## src/rtl/tcwm_pkg.sv

```systemverilog
package tcwm_pkg;
    // Register byte addresses (word aligned)
    localparam logic [3:0] ADDR_CTRL = 4'h0;
    localparam logic [3:0] ADDR_COUNT = 4'h4;
    localparam logic [3:0] ADDR_COMPARE = 4'h8;
    localparam logic [3:0] ADDR_STATUS = 4'hc;
    // Control register fields
    localparam int CTRL_WAVE_LSB = 0;
    localparam int CTRL_COM_LSB = 2;
    localparam int CTRL_FORCE_BIT = 7;
    localparam int CTRL_DIR_BIT = 8;
    localparam int CTRL_PORT_BIT = 9;
    // Status register fields, write one to clear
    localparam int STAT_OVF_BIT = 0;
    localparam int STAT_CMP_BIT = 1;
    // Counter extremes
    localparam logic [7:0] CNT_BOTTOM = 8'h00;
    localparam logic [7:0] CNT_MAX = 8'hff;
    // Waveform modes
    typedef enum logic [1:0] {
        TCWM_NORMAL = 2'b00,
        TCWM_PHASE = 2'b01,
        TCWM_CLEAR_ON_MATCH = 2'b10,
        TCWM_FAST_PWM = 2'b11
    } tcwm_wave_t;
    // Compare output modes
    localparam logic [1:0] COM_NONE = 2'h0;
    localparam logic [1:0] COM_TOGGLE = 2'h1;
    localparam logic [1:0] COM_CLEAR = 2'h2;
    localparam logic [1:0] COM_SET = 2'h3;
endpackage

```

## src/rtl/tcwm_timer.sv

```systemverilog
`timescale 1ns/10ps
module tcwm_timer (
    // Clock and reset
    input wire logic core_clk,
    input wire logic rst_b,
    // Prescaled timer tick enable
    input wire logic timer_tick,
    // Avalon-MM slave
    input wire logic [3:0] avs_address,
    input wire logic avs_read,
    input wire logic avs_write,
    input wire logic [31:0] avs_writedata,
    output logic [31:0] avs_readdata,
    output logic avs_waitrequest,
    // Port pin
    output logic pin_out,
    output logic pin_oe,
    // Status levels
    output logic overflow_flag,
    output logic compare_match_flag
);

    ////////////////////////////////////////////////////////////////////////
    logic [1:0] waveform_mode_select;
    logic [1:0] compare_output_mode;
    logic compare_pin_direction_bit;
    logic port_value;
    logic [7:0] counter_value;
    logic [7:0] compare_value;
    logic [7:0] compare_buffer;
    logic compare_output_bit;
    logic block_match;
    logic acked;
    logic wr_go;
    logic rd_go;
    logic is_pwm;
    logic at_top;
    logic match_now;
    logic next_force;
    logic [31:0] next_readdata;

    // Applies a compare output action to the current bit
    function automatic logic com_action(input logic [1:0] com, input logic b);
        case (com)
            tcwm_pkg::COM_TOGGLE: com_action = ~b;
            tcwm_pkg::COM_CLEAR: com_action = 1'b0;
            tcwm_pkg::COM_SET: com_action = 1'b1;
            default: com_action = b;
        endcase
    endfunction

    ////////////////////////////////////////////////////////////////////////
    // Bus handshake: one wait cycle, then the access completes
    assign wr_go = avs_write & acked;
    assign rd_go = avs_read & acked;

    always_ff @(posedge core_clk or negedge rst_b) begin
        if (!rst_b) begin
            acked <= 1'b0;
            avs_waitrequest <= 1'b1;
        end else begin
            acked <= (avs_read | avs_write) & ~acked;
            avs_waitrequest <= ~((avs_read | avs_write) & ~acked);
        end
    end

    // Read data mux, unmapped reads return zero
    always_comb begin
        next_readdata = 32'h0000_0000;
        case (avs_address)
            tcwm_pkg::ADDR_CTRL: begin
                next_readdata[tcwm_pkg::CTRL_WAVE_LSB +: 2] = waveform_mode_select;
                next_readdata[tcwm_pkg::CTRL_COM_LSB +: 2] = compare_output_mode;
                next_readdata[tcwm_pkg::CTRL_DIR_BIT] = compare_pin_direction_bit;
                next_readdata[tcwm_pkg::CTRL_PORT_BIT] = port_value;
            end
            tcwm_pkg::ADDR_COUNT: next_readdata[7:0] = counter_value;
            tcwm_pkg::ADDR_COMPARE: next_readdata[7:0] = compare_buffer;
            tcwm_pkg::ADDR_STATUS: begin
                next_readdata[tcwm_pkg::STAT_OVF_BIT] = overflow_flag;
                next_readdata[tcwm_pkg::STAT_CMP_BIT] = compare_match_flag;
                next_readdata[tcwm_pkg::STAT_CMP_BIT + 1] = compare_output_bit;
            end
            default: next_readdata = 32'h0000_0000;
        endcase
    end

    always_ff @(posedge core_clk or negedge rst_b) begin
        if (!rst_b) begin
            avs_readdata <= 32'h0000_0000;
        end else if (avs_read & ~acked) begin
            avs_readdata <= next_readdata;
        end
    end

    ////////////////////////////////////////////////////////////////////////
    // Control register
    always_ff @(posedge core_clk or negedge rst_b) begin
        if (!rst_b) begin
            waveform_mode_select <= 2'h0;
            compare_output_mode <= 2'h0;
            compare_pin_direction_bit <= 1'b0;
            port_value <= 1'b0;
        end else if (wr_go && avs_address == tcwm_pkg::ADDR_CTRL) begin
            // Mode field steers counting, output mode only the waveform
            waveform_mode_select <= avs_writedata[tcwm_pkg::CTRL_WAVE_LSB +: 2];
            compare_output_mode <= avs_writedata[tcwm_pkg::CTRL_COM_LSB +: 2];
            compare_pin_direction_bit <= avs_writedata[tcwm_pkg::CTRL_DIR_BIT];
            port_value <= avs_writedata[tcwm_pkg::CTRL_PORT_BIT];
        end
    end

    // Force strobe, only honoured outside PWM modes
    assign is_pwm = waveform_mode_select[0];
    assign next_force = wr_go && avs_address == tcwm_pkg::ADDR_CTRL &&
                        avs_writedata[tcwm_pkg::CTRL_FORCE_BIT] && !is_pwm;

    ////////////////////////////////////////////////////////////////////////
    // Compare value: buffered in PWM, direct otherwise
    always_ff @(posedge core_clk or negedge rst_b) begin
        if (!rst_b) begin
            compare_buffer <= 8'h00;
        end else if (wr_go && avs_address == tcwm_pkg::ADDR_COMPARE) begin
            compare_buffer <= avs_writedata[7:0];
        end
    end

    always_ff @(posedge core_clk or negedge rst_b) begin
        if (!rst_b) begin
            compare_value <= 8'h00;
        end else if (!is_pwm) begin
            compare_value <= compare_buffer;
        end else if (timer_tick && at_top) begin
            compare_value <= compare_buffer;
        end
    end

    ////////////////////////////////////////////////////////////////////////
    // Top of the sequence for the current mode
    always_comb begin
        if (waveform_mode_select == tcwm_pkg::TCWM_CLEAR_ON_MATCH) begin
            at_top = counter_value == compare_value;
        end else begin
            at_top = counter_value == tcwm_pkg::CNT_MAX;
        end
    end

    // Match unless a counter write blocks the next tick
    assign match_now = (counter_value == compare_value) && !block_match;

    // Counter; a software write overrides counting
    always_ff @(posedge core_clk or negedge rst_b) begin
        if (!rst_b) begin
            counter_value <= tcwm_pkg::CNT_BOTTOM;
        end else if (wr_go && avs_address == tcwm_pkg::ADDR_COUNT) begin
            counter_value <= avs_writedata[7:0];
        end else if (timer_tick) begin
            if (waveform_mode_select == tcwm_pkg::TCWM_CLEAR_ON_MATCH &&
                match_now) begin
                counter_value <= tcwm_pkg::CNT_BOTTOM;
            end else begin
                // Wrap through max in every mode
                counter_value <= counter_value + 8'h01;
            end
        end
    end

    // Match blocker: armed by a counter write, spent on the next tick
    always_ff @(posedge core_clk or negedge rst_b) begin
        if (!rst_b) begin
            block_match <= 1'b0;
        end else if (wr_go && avs_address == tcwm_pkg::ADDR_COUNT) begin
            block_match <= 1'b1;
        end else if (timer_tick) begin
            block_match <= 1'b0;
        end
    end

    ////////////////////////////////////////////////////////////////////////
    // Flags: set wins over a write-one clear
    // Match seen in this tick period sets the flag at the closing tick edge
    always_ff @(posedge core_clk or negedge rst_b) begin
        if (!rst_b) begin
            compare_match_flag <= 1'b0;
        end else if (timer_tick && match_now) begin
            compare_match_flag <= 1'b1;
        end else if (wr_go && avs_address == tcwm_pkg::ADDR_STATUS &&
                     avs_writedata[tcwm_pkg::STAT_CMP_BIT]) begin
            compare_match_flag <= 1'b0;
        end
    end

    always_ff @(posedge core_clk or negedge rst_b) begin
        if (!rst_b) begin
            overflow_flag <= 1'b0;
        end else if (timer_tick && counter_value == tcwm_pkg::CNT_MAX &&
                     !(wr_go && avs_address == tcwm_pkg::ADDR_COUNT)) begin
            // Max to bottom in every mode: normal, phase, clear-on-match, fast PWM
            overflow_flag <= 1'b1;
        end else if (wr_go && avs_address == tcwm_pkg::ADDR_STATUS &&
                     avs_writedata[tcwm_pkg::STAT_OVF_BIT]) begin
            overflow_flag <= 1'b0;
        end
    end

    ////////////////////////////////////////////////////////////////////////
    // Compare output bit; force does not touch flags or counter
    always_ff @(posedge core_clk or negedge rst_b) begin
        if (!rst_b) begin
            compare_output_bit <= 1'b0;
        end else if (next_force) begin
            // Action from the output mode written with the strobe
            compare_output_bit <= com_action(
                avs_writedata[tcwm_pkg::CTRL_COM_LSB +: 2],
                compare_output_bit);
        end else if (timer_tick) begin
            if (waveform_mode_select == tcwm_pkg::TCWM_FAST_PWM) begin
                if (compare_output_mode[1] && match_now &&
                    compare_value != tcwm_pkg::CNT_MAX) begin
                    // Mode 2 clears, mode 3 sets on match
                    compare_output_bit <= compare_output_mode[0];
                end else if (compare_output_mode[1] &&
                             counter_value == tcwm_pkg::CNT_MAX) begin
                    // Opposite level at bottom
                    compare_output_bit <= ~compare_output_mode[0];
                end else if (match_now) begin
                    compare_output_bit <= com_action(compare_output_mode,
                                                     compare_output_bit);
                end
            end else if (match_now) begin
                // Set, clear, toggle or hold at match
                compare_output_bit <= com_action(compare_output_mode,
                                                 compare_output_bit);
            end
        end
    end

    ////////////////////////////////////////////////////////////////////////
    // Pin override and direction, registered
    always_ff @(posedge core_clk or negedge rst_b) begin
        if (!rst_b) begin
            pin_out <= 1'b0;
            pin_oe <= 1'b0;
        end else begin
            pin_out <= (|compare_output_mode) ? compare_output_bit
                                              : port_value;
            pin_oe <= compare_pin_direction_bit;
        end
    end

endmodule

```

## config.mk

```make
export PLATFORM = sky130hd
export DESIGN_NAME = tcwm_timer
export DESIGN_NICKNAME = d
export VERILOG_FILES = /design/src/rtl/tcwm_pkg.sv /design/src/rtl/tcwm_timer.sv
export SDC_FILE = /design/constraint.sdc
export NUM_CORES = 1
export LEC_CHECK = 0
export ABC_AREA = 1
export BUFFER_PORTS_ARGS = -buffer_cell sky130_fd_sc_hd__buf_2
export CAP_MARGIN = 25
export CORE_MARGIN = 3
export CORE_UTILIZATION = 45
export DETAILED_ROUTE_END_ITERATION = 6
export PLACE_DENSITY = 0.81
export RECOVER_POWER = 25
export SKIP_CTS_REPAIR_TIMING = 1
export SLEW_MARGIN = 20
export SYNTH_ARGS = -nofsm -noshare
export SYNTH_HDL_FRONTEND = slang
export SYNTH_SLANG_ARGS = --single-unit
```

## constraint.sdc

```tcl
create_clock -name core_clk -period 1.9 [get_ports core_clk]
set_input_delay 0.57 -clock core_clk [delete_from_list [all_inputs] [get_ports core_clk]]
set_output_delay 0.57 -clock core_clk [all_outputs]
set_load 0.01 [all_outputs]
```

Yosys cells after proc, flatten, opt, wreduce, memory -nomap -nowiden
Index checks and enable logic that the tools add are counted.

Register bits: 48. Input port bits: 41. Logic and storage cells: 93.

Add/subtract/negate cells: 1. Eq/ne operators: 16. Muxes and demuxes: 25. Bitwise gates (word level): 8. Reductions and logical operators: 27.

Operator list (number): 8-bit two-way mux (5); 1-bit logical AND (17); 1-bit two-way mux (14); 2-bit == test (second input constant) (6); 3-bit case mux with 4 select lines (1); 1-bit case mux with 3 select lines (3); 8-bit by 1-bit adder with 8-bit output (second input constant) (1); 4-bit == test (second input constant) (2); 8-bit == test (1); 8-bit == test (second input constant) (1); 8-bit != test (second input constant) (1); 4-bit case mux with 2 select lines (1); 2-bit nonzero test (4); 2-bit by 1-bit == test with 1-bit output (second input constant) (2); 4-bit by 3-bit == test with 1-bit output (second input constant) (1); 4-bit logical NOT (1); 4-bit by 1-bit != test with 1-bit output (second input constant) (1); 1-bit NOT (4); 1-bit AND (3); 1-bit logical NOT (3); 2-bit two-way mux (1); 2-bit by 1-bit != test with 1-bit output (second input constant) (1); 2-bit AND reduction (1); 2-bit OR reduction (1); 1-bit bitwise OR (1).

Longest topological paths before layout
Word-level depth: 8. Depth in mapped cells: 14.

Worst setup path before layout
OpenSTA, ideal clock, no wires.

Path kind: input to register. From: in avs_address[0]. To: reg compare_output_bit. Setup time: 0.117 ns. Arrival: 1.631 ns. Path slack: 0.153 ns. Cell stages on the path: 10. Buffers on the path: 0. Path through: inv_2 nand2_1 nor3_2 nand2_1 nor3_1 nand3_1 o21ai_0 a21oi_1 nand2_1 nand2_1.

Cells in the longest elaborated chain, start to end: 6. Elaborated cells between the ends (all ways): 8.

RTL lines: start: declaration (RTL line tcwm_timer.sv:9) `input wire logic [3:0] avs_address,`; 4-bit logical NOT * (RTL line tcwm_timer.sv:115) `assign next_force = wr_go && avs_address == tcwm_pkg::ADDR_CTRL &&`; 1-bit logical AND * (2 in a row) (RTL line tcwm_timer.sv:115); 1-bit logical AND * (RTL line tcwm_timer.sv:116) `avs_writedata[tcwm_pkg::CTRL_FORCE_BIT] && !is_pwm;`; 4-bit by 1-bit != test with 1-bit output (no line) or 2-bit nonzero test (tied branches); 2-bit AND reduction (no line); end signal: assignment (RTL line tcwm_timer.sv:213) `compare_output_bit <= com_action(`; end signal: assignment (RTL line tcwm_timer.sv:221) `compare_output_bit <= compare_output_mode[0];`; end signal: assignment (RTL line tcwm_timer.sv:225) `compare_output_bit <= ~compare_output_mode[0];`; end: declaration (RTL line tcwm_timer.sv:31) `logic compare_output_bit;`.

Every way passes the cells marked *; elsewhere a longest branch is shown, timed or not. A chain may end at the register's enable or synchronous reset.

Worst setup path in the final report
From: reg counter_value[1]. To: reg compare_value[0].

Cells in the longest elaborated chain, start to end: 4. Elaborated cells between the ends (all ways): 5.

RTL lines: start: declaration (RTL line tcwm_timer.sv:28) `logic [7:0] counter_value;`; start signal: assignment (RTL line tcwm_timer.sv:154) `counter_value <= tcwm_pkg::CNT_BOTTOM;`; start signal: assignment (RTL line tcwm_timer.sv:156) `counter_value <= avs_writedata[7:0];`; start signal: assignment (RTL line tcwm_timer.sv:160) `counter_value <= tcwm_pkg::CNT_BOTTOM;`; 8-bit == test (on tied branches) (RTL line tcwm_timer.sv:144, tcwm_timer.sv:142); 1-bit two-way mux * (RTL line tcwm_timer.sv:141) `if (waveform_mode_select == tcwm_pkg::TCWM_CLEAR_ON_MATCH) begin`; 1-bit logical AND * (RTL line tcwm_timer.sv:133) `end else if (timer_tick && at_top) begin`; 2-bit by 1-bit != test with 1-bit output (no line) *; end signal: assignment (RTL line tcwm_timer.sv:132) `compare_value <= compare_buffer;`; end signal: assignment (RTL line tcwm_timer.sv:134) `compare_value <= compare_buffer;`; end: declaration (RTL line tcwm_timer.sv:29) `logic [7:0] compare_value;`.

Marks and branches as above.

==> results summary <==
Counting flops with an async set or reset pin after synthesis yields a share of 100%. Among all flip-flop cells after synthesis, the most frequent one is sky130_fd_sc_hd__dfrtp_1. The met3 layer usage reported by global route is 4.86%. The critical path arrival came out at 1990 ps.

Yosys mapped a number of flops with a built-in enable equal to 0. The flow ran to the end, and the final reports show no timing, DRC or antenna violations. Global routing used 18.7% of the available tracks.

In this run the tool buffered the top-level ports with 33 buffer cells. By count the netlist is led by 106 x sky130_fd_sc_hd__nand2_1, 47 x sky130_fd_sc_hd__dfrtp_1, 40 x sky130_fd_sc_hd__inv_1, 22 x sky130_fd_sc_hd__buf_4, 17 x sky130_fd_sc_hd__nor2_1. For this configuration, the core starts out at a cell density of 47.7%. The worst setup path is of the reg -> reg kind.

The half-perimeter wire length after detailed placement is 4740 um. Once detail routing completed, the nets flagged for antenna violations numbered 0. The final-report max-slew violation count came out at 0.

The reg2reg setup slack is 150 ps. The unique cell type count in the Yosys netlist is 34. The area inside the core boundary came out at 0.00564 mm^2. The largest net degree at the start of global routing came out at 25.

The setup violation total in the final timing report is 0. In the routed design, unresolved DRC markers number 0. Setup repair after global routing left no endpoint under its margin. The total congestion overflow after global routing came out at 0. 0 antenna diodes ended up in the layout. The sum of negative setup slack came out at 0 ps. The Yosys warning count is 0. The global routing stage identified its most utilized layer as met2.

The share of Yosys cell area claimed by the top area cell type is 43.7%. For this design the static power due to leakage is 0.00157 uW. The number of instances in the synthesized netlist came out at 348.

The number of antenna violations at the first check in global routing is 0. The die extent in y is 83.3 um. The slew of the pin with the lowest slew margin came out at 900 ps. Dividing the detail-routed wire length by the instance count gives 13.2 um. Yosys attributes the largest share of cell area to sky130_fd_sc_hd__dfrtp_1 44%, sky130_fd_sc_hd__nand2_1 15%, sky130_fd_sc_hd__buf_4 6.1%, sky130_fd_sc_hd__inv_1 5.6%, sky130_fd_sc_hd__nand3_1 2.6%.

The net count of the finished layout is 440. The congestion estimate from routability-driven global placement came to 0.919. The sequential area share after synthesis is 44.7%.

The met2 capacity usage during global routing is 31.3%. The final design instance area without fill is 0.00306 mm^2. The synthesized area per cell came out at 7.73 um^2. The final hold violation count came out at 0. The number of H-tree levels is 2. The final routed wirelength across all metal layers is 6230 um. Using the TritonRoute via totals, the vias-per-cell ratio works out to 5.07. The number of cells traversed by the worst register-to-register path came out at 10. STA classifies the critical path endpoint as a register. The total via count after detailed routing came out at 2388. The final period utilization came out at 92.2%. STA classifies the critical path startpoint as a register. Counting along the longest clock path gives a buffer depth of 2.

The worst flop-to-flop path endpoint is compare_value[0]. The total I/O pin count is 78. The worst clock skew on the final layout came out at 6.76 ps. The floorplan has 27 rows. The tool flagged a number of max-cap violations equal to 0.

The highest net fanout along the worst path came out at 16. The worst vdd rail ir drop is 0.000366 V. The tree is rooted in a sky130_fd_sc_hd__clkbuf_8. The horizontal die dimension is 83.3 um. For this run, global-route usage on met1 was measured as 23.8%. The post-synthesis register bit count came out at 48.

The global-route wire length before repair is 10700 um. The post-route minimum period came out at 1750 ps. The number of detailed-route iterations in the first pass is 4. The worst slew slack as a fraction of its limit is 40.0%.

By instance count, the leading cell after synthesis is sky130_fd_sc_hd__nand2_1. The class of the most critical hold timing path is in -> async. The synthesis-to-finish area growth came out at 13.9%. The number of buffers inserted during clock tree synthesis came out at 5.

Summing all placed instances gives a cell area of 0.00298 mm^2. The maximum achievable frequency came out at 571 MHz. The biggest area contributor in the post-synthesis netlist is sky130_fd_sc_hd__dfrtp_1. The later pin in the worst-skew pair is clocked with a latency of 310 ps.

After the first detailed-routing iteration, the DRC count stood at 187. The required time of the critical path came out at 2130 ps. The TritonCTS clock tree is done. The clock-pin slew reported for the worst setup and hold paths after clock tree synthesis came out at 90 ps. The area of the die is 0.00694 mm^2. The clock sink count came out at 48.

The summed instance area of the synthesized netlist is 0.00269 mm^2. The overall power after layout is 3170 uW. The critical register-to-register path startpoint is counter_value[1]. The power per cell area came out at 1040 mW/mm^2. The via count of the first global-routing pass is 2331. The fraction of final layout cells sized beyond drive strength 1 is 20.8%.
cells in the final DEF (no fill, tap or decap), drive strengths merged:
cell	n
a21oi	6
a31oi	4
a32o	1
buf	47
clkbuf	8
clkinvlp	2
conb	22
dfrtp	47
dfstp	1
ha	1
inv	50
mux2	2
nand2	108
nand3	14
nand4	7
nor2	19
nor3	6
o2111ai	2
o21ai	30
o21bai	7
o221ai	1
o22ai	8
or2	1
xnor2	2
xor2	3
stage by stage:
stage	worst slack, ps	instances	hold WS (ps)	util [%]
2_1_floorplan	153	369	274	-
3_3_place_gp	84.4	463	388	52.7
3_5_place_dp	36.8	463	390	52.7
4_1_cts	110	471	192	54.5
5_1_grt	21.5	471	427	54.3
6_report	148	471	356	54.3
state kept, by name (all words and copies together), names as in the netlist:
name / cells
compare_output_mode: 2
compare_output_bit: 1
counter_value: 8
waveform_mode_select: 2
avs_waitrequest: 1
pin_oe: 1
compare_value: 8
port_value: 1
compare_buffer: 8
avs_readdata: 10
block_match: 1
overflow_flag: 1
compare_pin_direction_bit: 1
pin_out: 1
acked: 1
compare_match_flag: 1
worst max path at each step:
stage	from	to	slack (ps)
CTS	counter_value[1]	compare_value[0]	110
finish	counter_value[1]	compare_value[0]	150
global placement	avs_address[0]	compare_output_bit	80
detailed placement	avs_address[0]	compare_output_bit	40
global route	counter_value[0]	compare_value[1]	20
floorplan	avs_address[0]	compare_output_bit	150
final cells by class:
cell class | instances | area (um^2)
fill | 522 | 2580
sequential | 48 | 1200
multi-input combinational | 244 | 1190
timing repair buffer | 49 | 294
inverter | 50 | 188
tap | 72 | 90.1
clock buffer | 6 | 82.6
clock inverter | 2 | 15.0
metal layers:
layer / up-vias / wire length, um
li1: 1168 / -
met1: 1129 / 2760
met2: 78 / 2980
met3: 13 / 401
met4: 0 / 93
met5: - / 0
cell families after synthesis:
group                      synth area share (%)
and+or+nand+nor                            24.4
buffers and inverters                      14.1
AOI/OAI and AO/OA                          13.6
DFF                                        44.7
xor gates and xnor gates                   1.63
muxes                                     0.838
adders and majority gates                 0.465
other                                     0.139
critical path, stage by stage, from the launching register on:
cell	delay, ps
sky130_fd_sc_hd__dfrtp_1	380
sky130_fd_sc_hd__ha_2	210
sky130_fd_sc_hd__nand2_1	90
sky130_fd_sc_hd__nor2_2	120
sky130_fd_sc_hd__nand4_1	140
sky130_fd_sc_hd__nor2_2	180
sky130_fd_sc_hd__inv_1	90
sky130_fd_sc_hd__o21ai_4	170
sky130_fd_sc_hd__buf_12	170
sky130_fd_sc_hd__nand2_1	60
sky130_fd_sc_hd__o21ai_1	70
where the power goes:
group / internal, uW / total (uW) / switching (uW)
sequential: 1250 / 1490 / 238
combinational: 412 / 1030 / 619
clock: 295 / 656 / 361
Power figures use the tool's default switching activity.
